==> src/rtl/tss_pkg.sv <==
// Notes on behaviour
// - sequencer walks twelve states in a ring, one state per step pulse
// - each state is a 30 degree segment rotating positive and return phases
// - pulse counter adds one on each half-sine bus pulse
// - count reaching pulses-per-step clears counter and fires one step pulse
// - pulses-per-step word is captured when the outside party strobes it
// - one pulse per step gives top frequency; more pulses lower it
// - a load copies the starting value into the up/down ramp counter
// - target value stays held as the ramp comparator reference
// - ramp counts up when target exceeds start, down when below
// - ramp counter value is the active pulses-per-step setting
// - ramp is stepped by a rate clock, digital or converted analog source
// - command words are eight bits wide, width kept as one constant
// - general command word is latched on an outside supplied strobe
// - loop reference word is latched and drives the ladder converter
// - each counted bus pulse lasts 25 us, the time base of a step
package tss_pkg;

  // ----------------------------------------------------------------
  // widths and timing
  // ----------------------------------------------------------------
  localparam int WORD_W        = 8;
  localparam int REG_AW        = 8;
  localparam int CLK_PERIOD_NS = 25;
  localparam int PULSE_TIME_NS = 25000;  // half-sine pulse length
  localparam int PULSE_CYCLES  = PULSE_TIME_NS / CLK_PERIOD_NS;
  localparam int UNIT_W        = 10;
  localparam logic [UNIT_W-1:0] UNIT_LAST = UNIT_W'(PULSE_CYCLES - 1);

  // ----------------------------------------------------------------
  // register offsets
  // ----------------------------------------------------------------
  localparam logic [REG_AW-1:0] OFS_CTRL   = 8'h00;
  localparam logic [REG_AW-1:0] OFS_PPS    = 8'h04;
  localparam logic [REG_AW-1:0] OFS_START  = 8'h08;
  localparam logic [REG_AW-1:0] OFS_TARGET = 8'h0C;
  localparam logic [REG_AW-1:0] OFS_RATE   = 8'h10;
  localparam logic [REG_AW-1:0] OFS_CMD    = 8'h14;
  localparam logic [REG_AW-1:0] OFS_REF    = 8'h18;
  localparam logic [REG_AW-1:0] OFS_STATUS = 8'h1C;

  // control fields and reset values
  localparam int CTRL_RAMP_BIT = 0;
  localparam int CTRL_MODE_BIT = 1;
  localparam int CTRL_LOAD_BIT = 2;
  localparam logic [WORD_W-1:0] WORD_RST = 8'h00;
  localparam logic [WORD_W-1:0] PPS_RST  = 8'h01;
  localparam logic [WORD_W-1:0] WORD_ONE = 8'h01;

  // ----------------------------------------------------------------
  // bus constants
  // ----------------------------------------------------------------
  localparam logic [31:0] DATA_ZERO = 32'h0000_0000;
  localparam int          HTRANS_SEQ_BIT = 1;

  // phase masks, order {A, B, C}
  localparam logic [2:0] PH_A = 3'h4;
  localparam logic [2:0] PH_B = 3'h2;
  localparam logic [2:0] PH_C = 3'h1;

  // ----------------------------------------------------------------
  // types
  // ----------------------------------------------------------------
  typedef enum logic [3:0] {
    STEP_00, STEP_01, STEP_02, STEP_03, STEP_04, STEP_05,
    STEP_06, STEP_07, STEP_08, STEP_09, STEP_10, STEP_11
  } tss_step_type;

  typedef struct packed {
    logic [2:0] pos;
    logic [2:0] ret;
  } tss_drive_type;

  typedef struct packed {
    logic [5:0]        rsvd;
    logic              dir_up;
    logic              ramp_done;
    logic [WORD_W-1:0] active;
    logic [WORD_W-1:0] ramp;
    logic [3:0]        pad;
    logic [3:0]        step;
  } tss_status_type;

endpackage

==> src/rtl/tss_synth.sv <==
// The AHB-Lite slave port and the register offsets were chosen for this implementation.
`timescale 1ns/1ps
module tss_synth (
  input  wire logic                          I_CLK,
  input  wire logic                          I_SYS_RST,
  input  wire logic                          I_HSEL,
  input  wire logic [31:0]                   I_HADDR,
  input  wire logic [1:0]                    I_HTRANS,
  input  wire logic                          I_HWRITE,
  input  wire logic [2:0]                    I_HSIZE,
  input  wire logic [31:0]                   I_HWDATA,
  input  wire logic                          I_HREADY,
  output logic      [31:0]                   O_HRDATA,
  output logic                               O_HREADYOUT,
  output logic                               O_HRESP,
  input  wire logic                          I_HALF_SINE,
  input  wire logic [tss_pkg::WORD_W-1:0]    I_ADC_RATE,
  output tss_pkg::tss_drive_type             O_DRIVE,
  output logic                               O_STEP_PULSE,
  output logic      [tss_pkg::WORD_W-1:0]    O_CMD_WORD,
  output logic      [tss_pkg::WORD_W-1:0]    O_LOOP_REF
);

  // ----------------------------------------------------------------
  // declarations
  // ----------------------------------------------------------------
  logic                         wr_pend_reg;
  logic [tss_pkg::REG_AW-1:0]   wr_addr_reg;
  logic [31:0]                  hrdata_reg;
  logic                         addr_ok;
  logic                         wr_en;
  logic [tss_pkg::WORD_W-1:0]   wdata;
  logic [31:0]                  rdata_next;
  tss_pkg::tss_status_type      status;
  logic                         ramp_en_reg;
  logic                         mode_analog_reg;
  logic                         load_reg;
  logic [tss_pkg::WORD_W-1:0]   pps_reg;
  logic [tss_pkg::WORD_W-1:0]   start_reg;
  logic [tss_pkg::WORD_W-1:0]   target_reg;
  logic [tss_pkg::WORD_W-1:0]   rate_reg;
  logic [tss_pkg::WORD_W-1:0]   cmd_reg;
  logic [tss_pkg::WORD_W-1:0]   ref_reg;
  logic                         sine_q_reg;
  logic                         pulse_edge;
  logic [tss_pkg::WORD_W-1:0]   pulse_cnt_reg;
  logic [tss_pkg::WORD_W:0]     cnt_inc;
  logic [tss_pkg::WORD_W-1:0]   active_pps;
  logic                         hit;
  logic                         step_pulse_reg;
  tss_pkg::tss_step_type        step_reg;
  tss_pkg::tss_drive_type       drive_reg;
  tss_pkg::tss_drive_type       drive_next;
  logic [tss_pkg::UNIT_W-1:0]   unit_cnt_reg;
  logic                         unit_tick;
  logic [tss_pkg::WORD_W-1:0]   rate_cnt_reg;
  logic [tss_pkg::WORD_W-1:0]   rate_sel;
  logic                         ramp_tick;
  logic [tss_pkg::WORD_W-1:0]   ramp_reg;
  logic                         dir_up_reg;
  logic                         ramp_done;

  // ----------------------------------------------------------------
  // ahb-lite slave
  // ----------------------------------------------------------------
  // address phase accepted when selected, active and bus ready
  assign addr_ok = I_HSEL && I_HTRANS[tss_pkg::HTRANS_SEQ_BIT] && I_HREADY;
  assign wr_en   = wr_pend_reg;
  assign wdata   = I_HWDATA[tss_pkg::WORD_W-1:0];

  // capture write address for the following data phase
  always_ff @(posedge I_CLK) begin
    if (I_SYS_RST) begin
      wr_pend_reg <= 1'b0;
      wr_addr_reg <= '0;
    end else begin
      wr_pend_reg <= addr_ok && I_HWRITE;
      if (addr_ok) begin
        wr_addr_reg <= I_HADDR[tss_pkg::REG_AW-1:0];
      end
    end
  end

  // status word assembly
  always_comb begin
    status           = '0;
    status.dir_up    = dir_up_reg;
    status.ramp_done = ramp_done;
    status.active    = active_pps;
    status.ramp      = ramp_reg;
    status.step      = step_reg;
  end

  // read mux, unmapped offsets read zero
  always_comb begin
    rdata_next = tss_pkg::DATA_ZERO;
    unique case (I_HADDR[tss_pkg::REG_AW-1:0])
      tss_pkg::OFS_CTRL: begin
        rdata_next[tss_pkg::CTRL_RAMP_BIT] = ramp_en_reg;
        rdata_next[tss_pkg::CTRL_MODE_BIT] = mode_analog_reg;
      end
      tss_pkg::OFS_PPS:    rdata_next[tss_pkg::WORD_W-1:0] = pps_reg;
      tss_pkg::OFS_START:  rdata_next[tss_pkg::WORD_W-1:0] = start_reg;
      tss_pkg::OFS_TARGET: rdata_next[tss_pkg::WORD_W-1:0] = target_reg;
      tss_pkg::OFS_RATE:   rdata_next[tss_pkg::WORD_W-1:0] = rate_reg;
      tss_pkg::OFS_CMD:    rdata_next[tss_pkg::WORD_W-1:0] = cmd_reg;
      tss_pkg::OFS_REF:    rdata_next[tss_pkg::WORD_W-1:0] = ref_reg;
      tss_pkg::OFS_STATUS: rdata_next = status;
      default:             rdata_next = tss_pkg::DATA_ZERO;
    endcase
  end

  // read data registered into the data phase
  always_ff @(posedge I_CLK) begin
    if (I_SYS_RST) begin
      hrdata_reg <= tss_pkg::DATA_ZERO;
    end else if (addr_ok && !I_HWRITE) begin
      hrdata_reg <= rdata_next;
    end
  end

  assign O_HRDATA    = hrdata_reg;
  assign O_HREADYOUT = 1'b1;  // zero wait states
  assign O_HRESP     = 1'b0;  // always okay

  // ----------------------------------------------------------------
  // command latches
  // ----------------------------------------------------------------
  // control bits, load is a self-clearing strobe
  always_ff @(posedge I_CLK) begin
    if (I_SYS_RST) begin
      ramp_en_reg     <= 1'b0;
      mode_analog_reg <= 1'b0;
      load_reg        <= 1'b0;
    end else begin
      load_reg <= 1'b0;
      if (wr_en && wr_addr_reg == tss_pkg::OFS_CTRL) begin
        ramp_en_reg     <= wdata[tss_pkg::CTRL_RAMP_BIT];
        mode_analog_reg <= wdata[tss_pkg::CTRL_MODE_BIT];
        load_reg        <= wdata[tss_pkg::CTRL_LOAD_BIT];
      end
    end
  end

  // value latches, captured on the write strobe
  always_ff @(posedge I_CLK) begin
    if (I_SYS_RST) begin
      pps_reg    <= tss_pkg::PPS_RST;
      start_reg  <= tss_pkg::WORD_RST;
      target_reg <= tss_pkg::WORD_RST;
      rate_reg   <= tss_pkg::WORD_RST;
      cmd_reg    <= tss_pkg::WORD_RST;
      ref_reg    <= tss_pkg::WORD_RST;
    end else if (wr_en) begin
      unique case (wr_addr_reg)
        tss_pkg::OFS_PPS:    pps_reg    <= wdata;
        tss_pkg::OFS_START:  start_reg  <= wdata;
        tss_pkg::OFS_TARGET: target_reg <= wdata;
        tss_pkg::OFS_RATE:   rate_reg   <= wdata;
        tss_pkg::OFS_CMD:    cmd_reg    <= wdata;
        tss_pkg::OFS_REF:    ref_reg    <= wdata;
        default: ;
      endcase
    end
  end

  assign O_CMD_WORD = cmd_reg;
  assign O_LOOP_REF = ref_reg;  // ladder converter input

  // ----------------------------------------------------------------
  // pulse count-up
  // ----------------------------------------------------------------
  // rising edge of the half-sine pulse input
  always_ff @(posedge I_CLK) begin
    if (I_SYS_RST) begin
      sine_q_reg <= 1'b0;
    end else begin
      sine_q_reg <= I_HALF_SINE;
    end
  end
  assign pulse_edge = I_HALF_SINE && !sine_q_reg;

  // active setting: ramp value or direct word
  assign active_pps = ramp_en_reg ? ramp_reg : pps_reg;
  assign cnt_inc    = {1'b0, pulse_cnt_reg} + {1'b0, tss_pkg::WORD_ONE};
  // zero setting holds the sequencer; n pulses per step sets frequency
  assign hit = pulse_edge && (active_pps != tss_pkg::WORD_RST) && (cnt_inc >= {1'b0, active_pps});

  // comparison counter with reset on match
  always_ff @(posedge I_CLK) begin
    if (I_SYS_RST) begin
      pulse_cnt_reg  <= tss_pkg::WORD_RST;
      step_pulse_reg <= 1'b0;
    end else begin
      step_pulse_reg <= hit;  // one cycle wide
      if (wr_en && wr_addr_reg == tss_pkg::OFS_PPS) begin
        pulse_cnt_reg <= tss_pkg::WORD_RST;  // strobe clears counter
      end else if (hit) begin
        pulse_cnt_reg <= tss_pkg::WORD_RST;
      end else if (pulse_edge) begin
        pulse_cnt_reg <= cnt_inc[tss_pkg::WORD_W-1:0];
      end
    end
  end
  assign O_STEP_PULSE = step_pulse_reg;

  // ----------------------------------------------------------------
  // steering sequencer
  // ----------------------------------------------------------------
  function automatic tss_pkg::tss_step_type seq_next(input tss_pkg::tss_step_type s);
    unique case (s)
      tss_pkg::STEP_00: seq_next = tss_pkg::STEP_01;
      tss_pkg::STEP_01: seq_next = tss_pkg::STEP_02;
      tss_pkg::STEP_02: seq_next = tss_pkg::STEP_03;
      tss_pkg::STEP_03: seq_next = tss_pkg::STEP_04;
      tss_pkg::STEP_04: seq_next = tss_pkg::STEP_05;
      tss_pkg::STEP_05: seq_next = tss_pkg::STEP_06;
      tss_pkg::STEP_06: seq_next = tss_pkg::STEP_07;
      tss_pkg::STEP_07: seq_next = tss_pkg::STEP_08;
      tss_pkg::STEP_08: seq_next = tss_pkg::STEP_09;
      tss_pkg::STEP_09: seq_next = tss_pkg::STEP_10;
      tss_pkg::STEP_10: seq_next = tss_pkg::STEP_11;
      default:          seq_next = tss_pkg::STEP_00;
    endcase
  endfunction

  // twelve-state ring, one state per step pulse
  always_ff @(posedge I_CLK) begin
    if (I_SYS_RST) begin
      step_reg <= tss_pkg::STEP_00;
    end else if (step_pulse_reg) begin
      step_reg <= seq_next(step_reg);
    end
  end

  // 30 degree segments, connect and open phases in rotation
  always_comb begin
    unique case (step_reg)
      tss_pkg::STEP_00: drive_next = '{pos: tss_pkg::PH_B, ret: tss_pkg::PH_C};
      tss_pkg::STEP_01: drive_next = '{pos: tss_pkg::PH_A | tss_pkg::PH_B, ret: tss_pkg::PH_C};
      tss_pkg::STEP_02: drive_next = '{pos: tss_pkg::PH_A, ret: tss_pkg::PH_C};
      tss_pkg::STEP_03: drive_next = '{pos: tss_pkg::PH_A, ret: tss_pkg::PH_B | tss_pkg::PH_C};
      tss_pkg::STEP_04: drive_next = '{pos: tss_pkg::PH_A, ret: tss_pkg::PH_B};
      tss_pkg::STEP_05: drive_next = '{pos: tss_pkg::PH_A | tss_pkg::PH_C, ret: tss_pkg::PH_B};
      tss_pkg::STEP_06: drive_next = '{pos: tss_pkg::PH_C, ret: tss_pkg::PH_B};
      tss_pkg::STEP_07: drive_next = '{pos: tss_pkg::PH_C, ret: tss_pkg::PH_A | tss_pkg::PH_B};
      tss_pkg::STEP_08: drive_next = '{pos: tss_pkg::PH_C, ret: tss_pkg::PH_A};
      tss_pkg::STEP_09: drive_next = '{pos: tss_pkg::PH_B | tss_pkg::PH_C, ret: tss_pkg::PH_A};
      tss_pkg::STEP_10: drive_next = '{pos: tss_pkg::PH_B, ret: tss_pkg::PH_A};
      tss_pkg::STEP_11: drive_next = '{pos: tss_pkg::PH_B, ret: tss_pkg::PH_A | tss_pkg::PH_C};
      default:          drive_next = '{pos: tss_pkg::PH_B, ret: tss_pkg::PH_C};
    endcase
  end

  // registered drive outputs
  always_ff @(posedge I_CLK) begin
    if (I_SYS_RST) begin
      drive_reg <= '{pos: tss_pkg::PH_B, ret: tss_pkg::PH_C};
    end else begin
      drive_reg <= drive_next;
    end
  end
  assign O_DRIVE = drive_reg;

  // ----------------------------------------------------------------
  // rate clock
  // ----------------------------------------------------------------
  // source select: register word or converted analog
  assign rate_sel  = mode_analog_reg ? I_ADC_RATE : rate_reg;
  assign unit_tick = unit_cnt_reg == tss_pkg::UNIT_LAST;  // one pulse period
  assign ramp_tick = unit_tick && (rate_cnt_reg == rate_sel);

  // divider: (rate+1) pulse periods per ramp tick
  always_ff @(posedge I_CLK) begin
    if (I_SYS_RST || load_reg) begin
      unit_cnt_reg <= '0;
      rate_cnt_reg <= tss_pkg::WORD_RST;
    end else begin
      unit_cnt_reg <= unit_tick ? '0 : unit_cnt_reg + 1'b1;
      if (ramp_tick) begin
        rate_cnt_reg <= tss_pkg::WORD_RST;
      end else if (unit_tick) begin
        rate_cnt_reg <= rate_cnt_reg + tss_pkg::WORD_ONE;
      end
    end
  end

  // ----------------------------------------------------------------
  // frequency change counter
  // ----------------------------------------------------------------
  // stop once target reached or passed
  assign ramp_done = dir_up_reg ? (ramp_reg >= target_reg) : (ramp_reg <= target_reg);

  // preset load, then step toward target
  always_ff @(posedge I_CLK) begin
    if (I_SYS_RST) begin
      ramp_reg   <= tss_pkg::WORD_RST;
      dir_up_reg <= 1'b0;
    end else if (load_reg) begin
      ramp_reg   <= start_reg;
      dir_up_reg <= target_reg > start_reg;
    end else if (ramp_tick && !ramp_done) begin
      ramp_reg <= dir_up_reg ? ramp_reg + tss_pkg::WORD_ONE : ramp_reg - tss_pkg::WORD_ONE;
    end
  end
endmodule // tss_synth

==> config.mk <==
export PLATFORM = sky130hd
export DESIGN_NAME = tss_synth
export DESIGN_NICKNAME = d
export VERILOG_FILES = /design/src/rtl/tss_pkg.sv /design/src/rtl/tss_synth.sv
export SDC_FILE = /design/constraint.sdc
export NUM_CORES = 1
export LEC_CHECK = 0
export ABC_AREA = 1
export BUFFER_PORTS_ARGS = -buffer_cell sky130_fd_sc_hd__buf_2
export CAP_MARGIN = 10
export CORE_UTILIZATION = 27
export CTS_BUF_LIST = sky130_fd_sc_hd__clkbuf_8
export DETAILED_ROUTE_END_ITERATION = 7
export SLEW_MARGIN = 25
export SYNTH_ARGS = -nofsm -noshare
export SYNTH_HDL_FRONTEND = slang
export SYNTH_SLANG_ARGS = --single-unit
==> constraint.sdc <==
create_clock -name I_CLK -period 2.4 [get_ports I_CLK]
set_clock_uncertainty 0.2 [all_clocks]
set_input_delay 0.48 -clock I_CLK [delete_from_list [all_inputs] [get_ports I_CLK]]
set_output_delay 0.48 -clock I_CLK [all_outputs]
set_load 0.02 [all_outputs]
Word-level counts from Yosys, hierarchy flattened
Memories as Yosys holds them, arrays and structs flattened. A register that Yosys moved wholly into a read port is not among the register bits.
Index checks and enable logic that the tools add are counted.

word-level totals
  flip-flop bits (word level) = 129
  ROM bits = 160
  output and inout bits = 57
  word-level logic and storage cells = 84
  memories kept = 2

memory list
  name              words  width  read ports  clocked after memory_dff  write ports  line              text
  (name not given)  16     6      1           1                         0            tss_synth.sv:238  unique case (step_reg)
  (name not given)  16     4      1           1                         0            tss_synth.sv:211  unique case (s)

cells by class
  add/subtract/negate cells = 5
  order comparisons = 4
  equal/unequal tests = 15
  mux-type cells = 9
  bitwise gates (word level) = 1
  reductions and logical operators = 29

operator list
  kind                   number
  $eq 8x5->1 const B     7
  $pmux 6 s7             1
  $mux 8                 5
  $eq 8x4->1 const B     4
  $mux 18                1
  $add 8x1->8 const B    2
  $eq 8x3->1 const B     2
  $logic_not 8->1        2
  $pmux 2 s8             1
  $reduce_and 2->1       6
  $logic_and 1x1->1      11
  $add 10x1->10 const B  1
  $eq 10x10->1 const B   1
  $add 8x1->9 const B    1
  $ge 9x8->1             1
  $eq 8x8->1             1
  $ge 8x8->1             1
  $gt 8x8->1             1
  $le 8x8->1             1
  $reduce_bool 8->1      1
  $sub 8x1->8 const B    1
  $reduce_or 2->1        3
  $logic_not 1->1        3
  $reduce_or 3->1        1
  other kinds (4)        4

Depth between registers and ports, before layout
Gate-level depths: netlist (run 1).

  depth in word-level cells = 6
  gate-level depth with buffers = 15
  depth with buffers taken out = 15

Worst setup path before layout (run 1)
OpenSTA, ideal clock, no wires.

  kind = reg-to-reg
  from = reg pulse_cnt_reg[0] (netlist name)
  to = reg pulse_cnt_reg[3] (netlist name)
  setup time = 0.119 ns
  data arrival time = 1.967 ns
  data required time = 2.081 ns
  slack = 0.115 ns
  stages on the path, launching flop included = 16
  buffers on the path = 0
  cells stage by stage = dfxtp_1 ha_1 nand2_1 nor2_1 nand3_1 xor2_1 ha_1 nand2_1 inv_1 nand3_1 nor2_1 nor2_1 o211ai_1 nand2_2 nand2_4 nor2_2

on the way
  longest elaborated chain between the ends = 4

ends and longest elaborated chain
  what                              line              text
  from (decl)                       tss_synth.sv:46   logic [tss_pkg::WORD_W-1:0] pulse_cnt_reg;
  from (signal assigned)            tss_synth.sv:192  pulse_cnt_reg <= tss_pkg::WORD_RST;
  from (signal assigned)            tss_synth.sv:197  pulse_cnt_reg <= tss_pkg::WORD_RST;
  from (signal assigned)            tss_synth.sv:199  pulse_cnt_reg <= tss_pkg::WORD_RST;
  $add 8x1->9                       tss_synth.sv:185  assign cnt_inc = {1'b0, pulse_cnt_reg} + {1'b0, tss_pkg::WORD_ONE};
  net cnt_inc, one bit              tss_synth.sv:47   logic [tss_pkg::WORD_W:0] cnt_inc;
  $ge 9x8->1                        tss_synth.sv:187  assign hit = pulse_edge && (active_pps != tss_pkg::WORD_RST) && (cnt_inc >= {1'b0, active_pps});
  $logic_and 1x1->1                 tss_synth.sv:187
  $reduce_or 3->1 (no source line)  -

The timed path passes the listed nets, and every way through them passes these cells.
A chain may end at the register's enable or synchronous reset.

Worst setup path in the final report (run 1)
  from = reg pulse_cnt_reg[0] (netlist name)
  to = reg pulse_cnt_reg[2] (netlist name)

The elaborated chain is that of the path after synthesis.

==> out/results.txt, run 1 <==
status - completed
H-tree depth - 4
most frequent cells in the layout - nand2_1 (183), dfxtp_1 (130), a21oi_1 (112), inv_1 (106)
Reg2Reg Capture Point - pulse_cnt_reg[2]
sequential share of the synthesized area - 0.383
DR DRC count - 0
clk sink count - 133
fin crit share - 0.986
peak supply drop - 0.000316 V
Ys Warns - 0
dpl hpwl - 14.6 mm
gr ovfl total - 0
Global Route met1 Usage - 0.211
drt initial violations - 552
Post-synth EDFFs - 0
worst slew pin tran - 0.737 ns
Chip Width - 162 µm
CTS tree - built
CP required - 2.54 ns
total clock buffers created by CTS - 17
Hold EP - sine_q_reg
min Tclk post-route - 2.37 ns
layout cells sized above 1 - 0.187
core area - 25200 µm²
Max Clk Rate - 0.423 GHz
Root Driver - clkbuf_8
slowest CP cell - dfxtp_2
Slew Viols, Final - 0
Fin Hold WS - 0.0408 ns
cell count after synthesis - 969
Largest stage delay, worst path - 0.36 ns
Detailed Route WL - 19.3 mm
Hold Vio Cnt, Final - 0
met2 global-route usage - 0.226
M3 GR Usage - 0.0397
PnR Total Power - 4.64 mW
Die H - 162 µm
critical path peak fanout - 8
MaxCap Viol Count - 0
fin area - 8380 µm²
Vias/cell - 4.63
first-pass GRT wire length - 31.2 mm
post-synth top area share - 0.383
Final ANT Viol Nets - 0
Setup Viol. Count Final - 0
syn_area_per_cell - 7.17 µm²
Hold Path Class - in -> reg
row count - 58
Post-synth ARST share - 0
dominant synthesized flop cell - dfxtp_1
post-layout net count - 1192
Leak - 3.59 nW
Critical Path AT - 2.51 ns
CP Class - reg -> reg
drt pass-1 iters - 6
register bit count reported by yosys - 133
per-cell routed wire length - 13.6 µm
launch point of the worst reg-to-reg path - pulse_cnt_reg[0]
Initial Util - 0.276
crit start category - flop
hold_sp - I_HALF_SINE
leading area contributor after synthesis - dfxtp_1
Mapped Area - 6950 µm²
clock slew at reported path FFs - 0.08 ns
Setup TNS Final - 0 ns
Synth area leaders - dfxtp_1 (38%), nand2_1 (10%), a21oi_1 (8.1%), ha_1 (6.5%), inv_1 (5.7%)
initial antenna violation count - 0
Rel. slew slack - 0.508
synth unique cells - 53
Critical Path Sink Type - flop
area growth from synthesis to layout - 20.7%
max reg flops - 26
GRT busiest layer - met2
GRT Total Usage - 0.150
largest net degree at the start of global routing - 48
Via Count - 6549
commonest non-fill, non-tap cell in the layout - nand2_1
Area after DPL - 7870 µm²
RSZ-0062 raised after global routing - true
crit path cell chain - ha_4 > nand2_2 > nor2_4 > nand3_2 > xor2_2 > ha_1 > nand2_1 > inv_2 > nand3_2 > nor2_2 > nor2_1 > o211ai_1 > nand2_2 > nand2_4 > nor2_2
vias in the first global route - 6106
total die area - 26400 µm²
IO Count - 140
GP Congestion - 0.867
Hold Path Cell Cnt - 3
port bufs - 79
R2R Setup Slk - 0.03 ns
Ant. Diodes - 0
Reg2Reg Depth - 15
Cell Pwr Density - 554 nW/µm²
Clock Path Buffers - 2
worst skew pair latency - 0.46 ns
## worst max-delay path: cells and delay by family, from the launching register on
kind	cells	cell delay [ns]
fa+ha+maj	2	0.44
xor+xnor	1	0.17
flops	1	0.36
buf+inv	1	0.07
simple gates	10	0.93
compound gates	1	0.10
## Yosys cell counts (all sizes together), types with 2 or more instances
| cell | instances |
|---|---|
| inv | 111 |
| nor3b | 6 |
| nor2 | 96 |
| a21o | 2 |
| xor2 | 10 |
| clkbuf | 17 |
| nand2 | 193 |
| nand3 | 68 |
| a211oi | 9 |
| nor3 | 15 |
| nand4 | 7 |
| o211ai | 5 |
| or2 | 3 |
| a21oi | 112 |
| buf | 22 |
| o21ai | 87 |
| dfxtp | 133 |
| nor4 | 4 |
| ha | 36 |
| o22ai | 12 |
| o21a | 2 |
| mux2i | 3 |
| conb | 2 |
## worst max-delay path by stage
stage | startpoint | end | slack, ns | cells after the start
detailed placement | pulse_cnt_reg[1] | pulse_cnt_reg[6] | 0.001 | 15
floorplan | pulse_cnt_reg[0] | pulse_cnt_reg[3] | 0.11 | 15
global placement | pulse_cnt_reg[0] | pulse_cnt_reg[6] | 0.02 | 15
finish | pulse_cnt_reg[0] | pulse_cnt_reg[2] | 0.03 | 15
global route | pulse_cnt_reg[0] | pulse_cnt_reg[6] | -0.11 | 13
CTS | pulse_cnt_reg[1] | pulse_cnt_reg[5] | 0.02 | 13
## timing repair
| action | CTS | global route |
|---|---|---|
| gates cloned | 0 | 0 |
| setup endpoints to repair | 8 | 9 |
| gates resized for setup | 1 | 23 |
| setup buffers | 0 | 1 |
| pin swaps | 0 | 9 |
| hold buffers | 0 | 0 |
## cell families after synthesis
group | synth area share
other cells | 0.00108
simple gates | 0.256
xor+xnor | 0.0139
flops | 0.383
mux | 0.00432
buf+inv | 0.0892
compound gates | 0.184
fa+ha+maj | 0.0677
## per-stage QoR
stage                util  setup WS (ns)  cells
floorplan               -          0.115    975
finish              0.333         0.0342   1415
detailed placement  0.312        0.00126   1382
CTS                 0.329         0.0168   1414
global route        0.333         -0.112   1415
global placement    0.312         0.0208   1382
## power breakdown
group          internal, mW  total [mW]  switching [mW]
sequential             2.24        2.26          0.0251
clock                 0.955        1.97            1.02
combinational         0.149       0.407           0.258
total                  3.34        4.64            1.30
## final cells by class
cell class | count | area, µm²
well taps | 330 | 413
clock inverters | 15 | 173
repair buffers | 117 | 701
multi-input cells | 691 | 3770
inverters | 112 | 420
fillers | 2687 | 16800
flip-flops and latches | 133 | 2670
clock buffers | 17 | 234
## layer usage
metal | vias up | share of wire | routed length (µm)
met5 | - | 0 | 0
met4 | 0 | 0.012 | 227
met3 | 18 | 0.076 | 1470
met2 | 174 | 0.43 | 8190
met1 | 2938 | 0.49 | 9380
li1 | 3419 | - | -
(Power assumes the default switching activity.)
==> inputs of run 2 (changes only) <==
- CTS_BUF_LIST: sky130_fd_sc_hd__clkbuf_8 -> default
==> run 2 against run 1 <==
  * Global-route usage is 0.081 points higher
  * Wire length up 0.67%
  * Clock power grew 36%
  * Critical path depth unchanged
  * Hold slack gained 0.033 ns
  * Final cell count barely moved
  * Flip-flop and latch count stayed put
  * Register-to-register slack hardly changed
  * Final area grew 2.3%
  * Highest routed layer unchanged
  * Non-clock buffer count shrank 1
==> out/results.txt, run 2 (same netlist as run 1, synthesis figures left out) <==
Max Clk Rate - 0.422 GHz (about the same)
core area - 25200 µm² (unchanged)
Reg2Reg Depth - 15 (unchanged)
Die H - 162 µm (unchanged)
initial antenna violation count - 0 (unchanged)
Worst setup endpoint - pulse_cnt_reg[2]
Ant. Diodes - 0 (unchanged)
Chip Width - 162 µm (unchanged)
total clock buffers created by CTS - 17 (unchanged)
crit path cell chain - ha_4 > nand2_4 > nor2_4 > nand3_2 > xor2_2 > ha_1 > nand2_1 > inv_2 > nand3_2 > nor2_2 > nor2_1 > o211ai_1 > nand2_2 > nand2_4 > nor2_2
PnR Total Power - 5.34 mW (+15%)
Cell Pwr Density - 624 nW/µm² (+13%)
Detailed Route WL - 19.4 mm (+0.67%)
layout cells sized above 1 - 0.186 (-0.000750)
commonest non-fill, non-tap cell in the layout - nand2_1
Clock Path Buffers - 2 (unchanged)
crit start category - flop
drt pass-1 iters - 5 (-1)
MaxCap Viol Count - 0 (unchanged)
per-cell routed wire length - 13.7 µm (+0.74%)
clk sink count - 133 (unchanged)
drt initial violations - 546 (-1.1%)
DR DRC count - 0 (unchanged)
port bufs - 79 (unchanged)
vias in the first global route - 6121 (+0.25%)
total die area - 26400 µm² (unchanged)
status - completed
fillers - 2668 (-0.71%)
launch point of the worst reg-to-reg path - pulse_cnt_reg[0]
Area after DPL - 7870 µm² (unchanged)
Initial Util - 0.276 (unchanged)
fin area - 8570 µm² (+2.3%)
max reg flops - 26 (unchanged)
Reg2Reg Capture Point - pulse_cnt_reg[2]
H-tree depth - 4 (unchanged)
worst skew pair latency - 0.43 ns (-0.03 ns)
Leak - 3.69 nW (+2.6%)
Setup TNS Final - 0 ns (unchanged)
Slew Viols, Final - 0 (unchanged)
most frequent cells in the layout - nand2_1 (183), dfxtp_1 (130), a21oi_1 (112), inv_1 (105)
Root Driver - clkbuf_16
Largest stage delay, worst path - 0.36 ns (about the same)
Critical Path Sink Type - flop
first-pass GRT wire length - 31.5 mm (+0.66%)
Hold Path Class - in -> reg
GP Congestion - 0.867 (unchanged)
crit path launch - pulse_cnt_reg[0]
area growth from synthesis to layout - 23.4%
Multi-input gate area - 3780 µm² (+0.13%)
CTS tree - built
Vias/cell - 4.67 (+0.94%)
critical path peak fanout - 8 (unchanged)
fin crit share - 0.986 (about the same)
RSZ-0062 raised after global routing - true
largest net degree at the start of global routing - 48 (unchanged)
R2R Setup Slk - 0.03 ns (about the same)
post-layout net count - 1191 (-0.084%)
Hold Vio Cnt, Final - 0 (unchanged)
Setup Buffers After CTS - 0 (unchanged)
gr ovfl total - 0 (unchanged)
clock slew at reported path FFs - 0.06 ns (-0.02 ns)
GRT Total Usage - 0.151 (+0.000812)
Setup Viol. Count Final - 0 (unchanged)
dpl hpwl - 14.6 mm (unchanged)
min Tclk post-route - 2.37 ns (+0.00106 ns)
Rel. slew slack - 0.518 (+0.0103)
CP required - 2.51 ns (-0.03 ns)
cts hold-fix bufs - 0 (unchanged)
peak supply drop - 0.000317 V (+0.27%)
Final ANT Viol Nets - 0 (unchanged)
row count - 58 (unchanged)
Via Count - 6606 (+0.87%)
CP Class - reg -> reg
register area - 2670 µm² (unchanged)
Critical Path AT - 2.48 ns (-0.03 ns)
worst slew pin tran - 0.722 ns (-0.0154 ns)
IO Count - 140 (unchanged)
slowest CP cell - dfxtp_2
## run 2: changes by cell type in the layout (fill, tap and decap cells not counted)
cell | previous run | this run
nand2_4 | 3 | 4
nand2_2 | 7 | 6
clkbuf_8 | 17 | 0
inv_1 | 106 | 105
clkbuf_16 | 0 | 17
clkbuf_1 | 0 | 1
buf_4 | 35 | 34
## run 2: final cells by class
type                       count  area share
clock buffer                  18      0.0501
clock inverter                14      0.0197
sequential                   133       0.311
multi-input combinational    691       0.441
timing repair buffer         116      0.0809
inverter                     112      0.0491
tap                          330      0.0482
## run 2: routing by layer
layer  track usage  routed length, µm
met1         0.212               9440
met2         0.228               8350
met3        0.0405               1370
met4        0.0356                240
met5             0                  0
## run 2: report_power, final
group          internal, mW  total, mW  switching (mW)
Combinational         0.147      0.405           0.258
Clock                  1.57       2.67            1.11
Sequential             2.24       2.27          0.0251
Total                  3.95       5.34            1.39
## run 2: worst max-delay path: cells and delay by family, from the launching register on
kind	cells	cell delay [ns]
AOI/OAI and AO/OA	1	0.10
xor gates and xnor gates	1	0.17
adders and majority gates	2	0.45
buffers and inverters	1	0.07
DFF	1	0.36
and+or+nand+nor	10	0.92
## run 2: worst min path at each step
stage,startpoint,endpoint,slack (ns),cells past startpoint
3_3_place_gp,unit_cnt_reg[0],unit_cnt_reg[0],0.23,1
5_1_grt,I_HALF_SINE,sine_q_reg,0.08,3
6_report,I_HALF_SINE,sine_q_reg,0.07,3
3_5_place_dp,wr_addr_reg[1],wr_addr_reg[1],0.24,2
4_1_cts,I_HALF_SINE,sine_q_reg,0.07,3
2_1_floorplan,unit_cnt_reg[0],unit_cnt_reg[0],0.22,1
## run 2: timing repair
item                                   4_1_cts  5_1_grt
endpoints found under the hold margin        0        0
gates resized for setup                      1       24
pin swaps                                    0       10
setup endpoints to repair                    8        9
## run 2: metrics by stage
stage / std cells / setup slack (ns) / hold slack [ns] / utilization
after floorplan: 975 / 0.115 / 0.218 / -
after global placement: 1382 / 0.0208 / 0.227 / 0.312
after detailed placement: 1382 / 0.00126 / 0.240 / 0.312
after CTS: 1414 / 0.0204 / 0.0669 / 0.336
after global routing: 1414 / -0.0975 / 0.0790 / 0.340
final: 1414 / 0.0331 / 0.0738 / 0.340
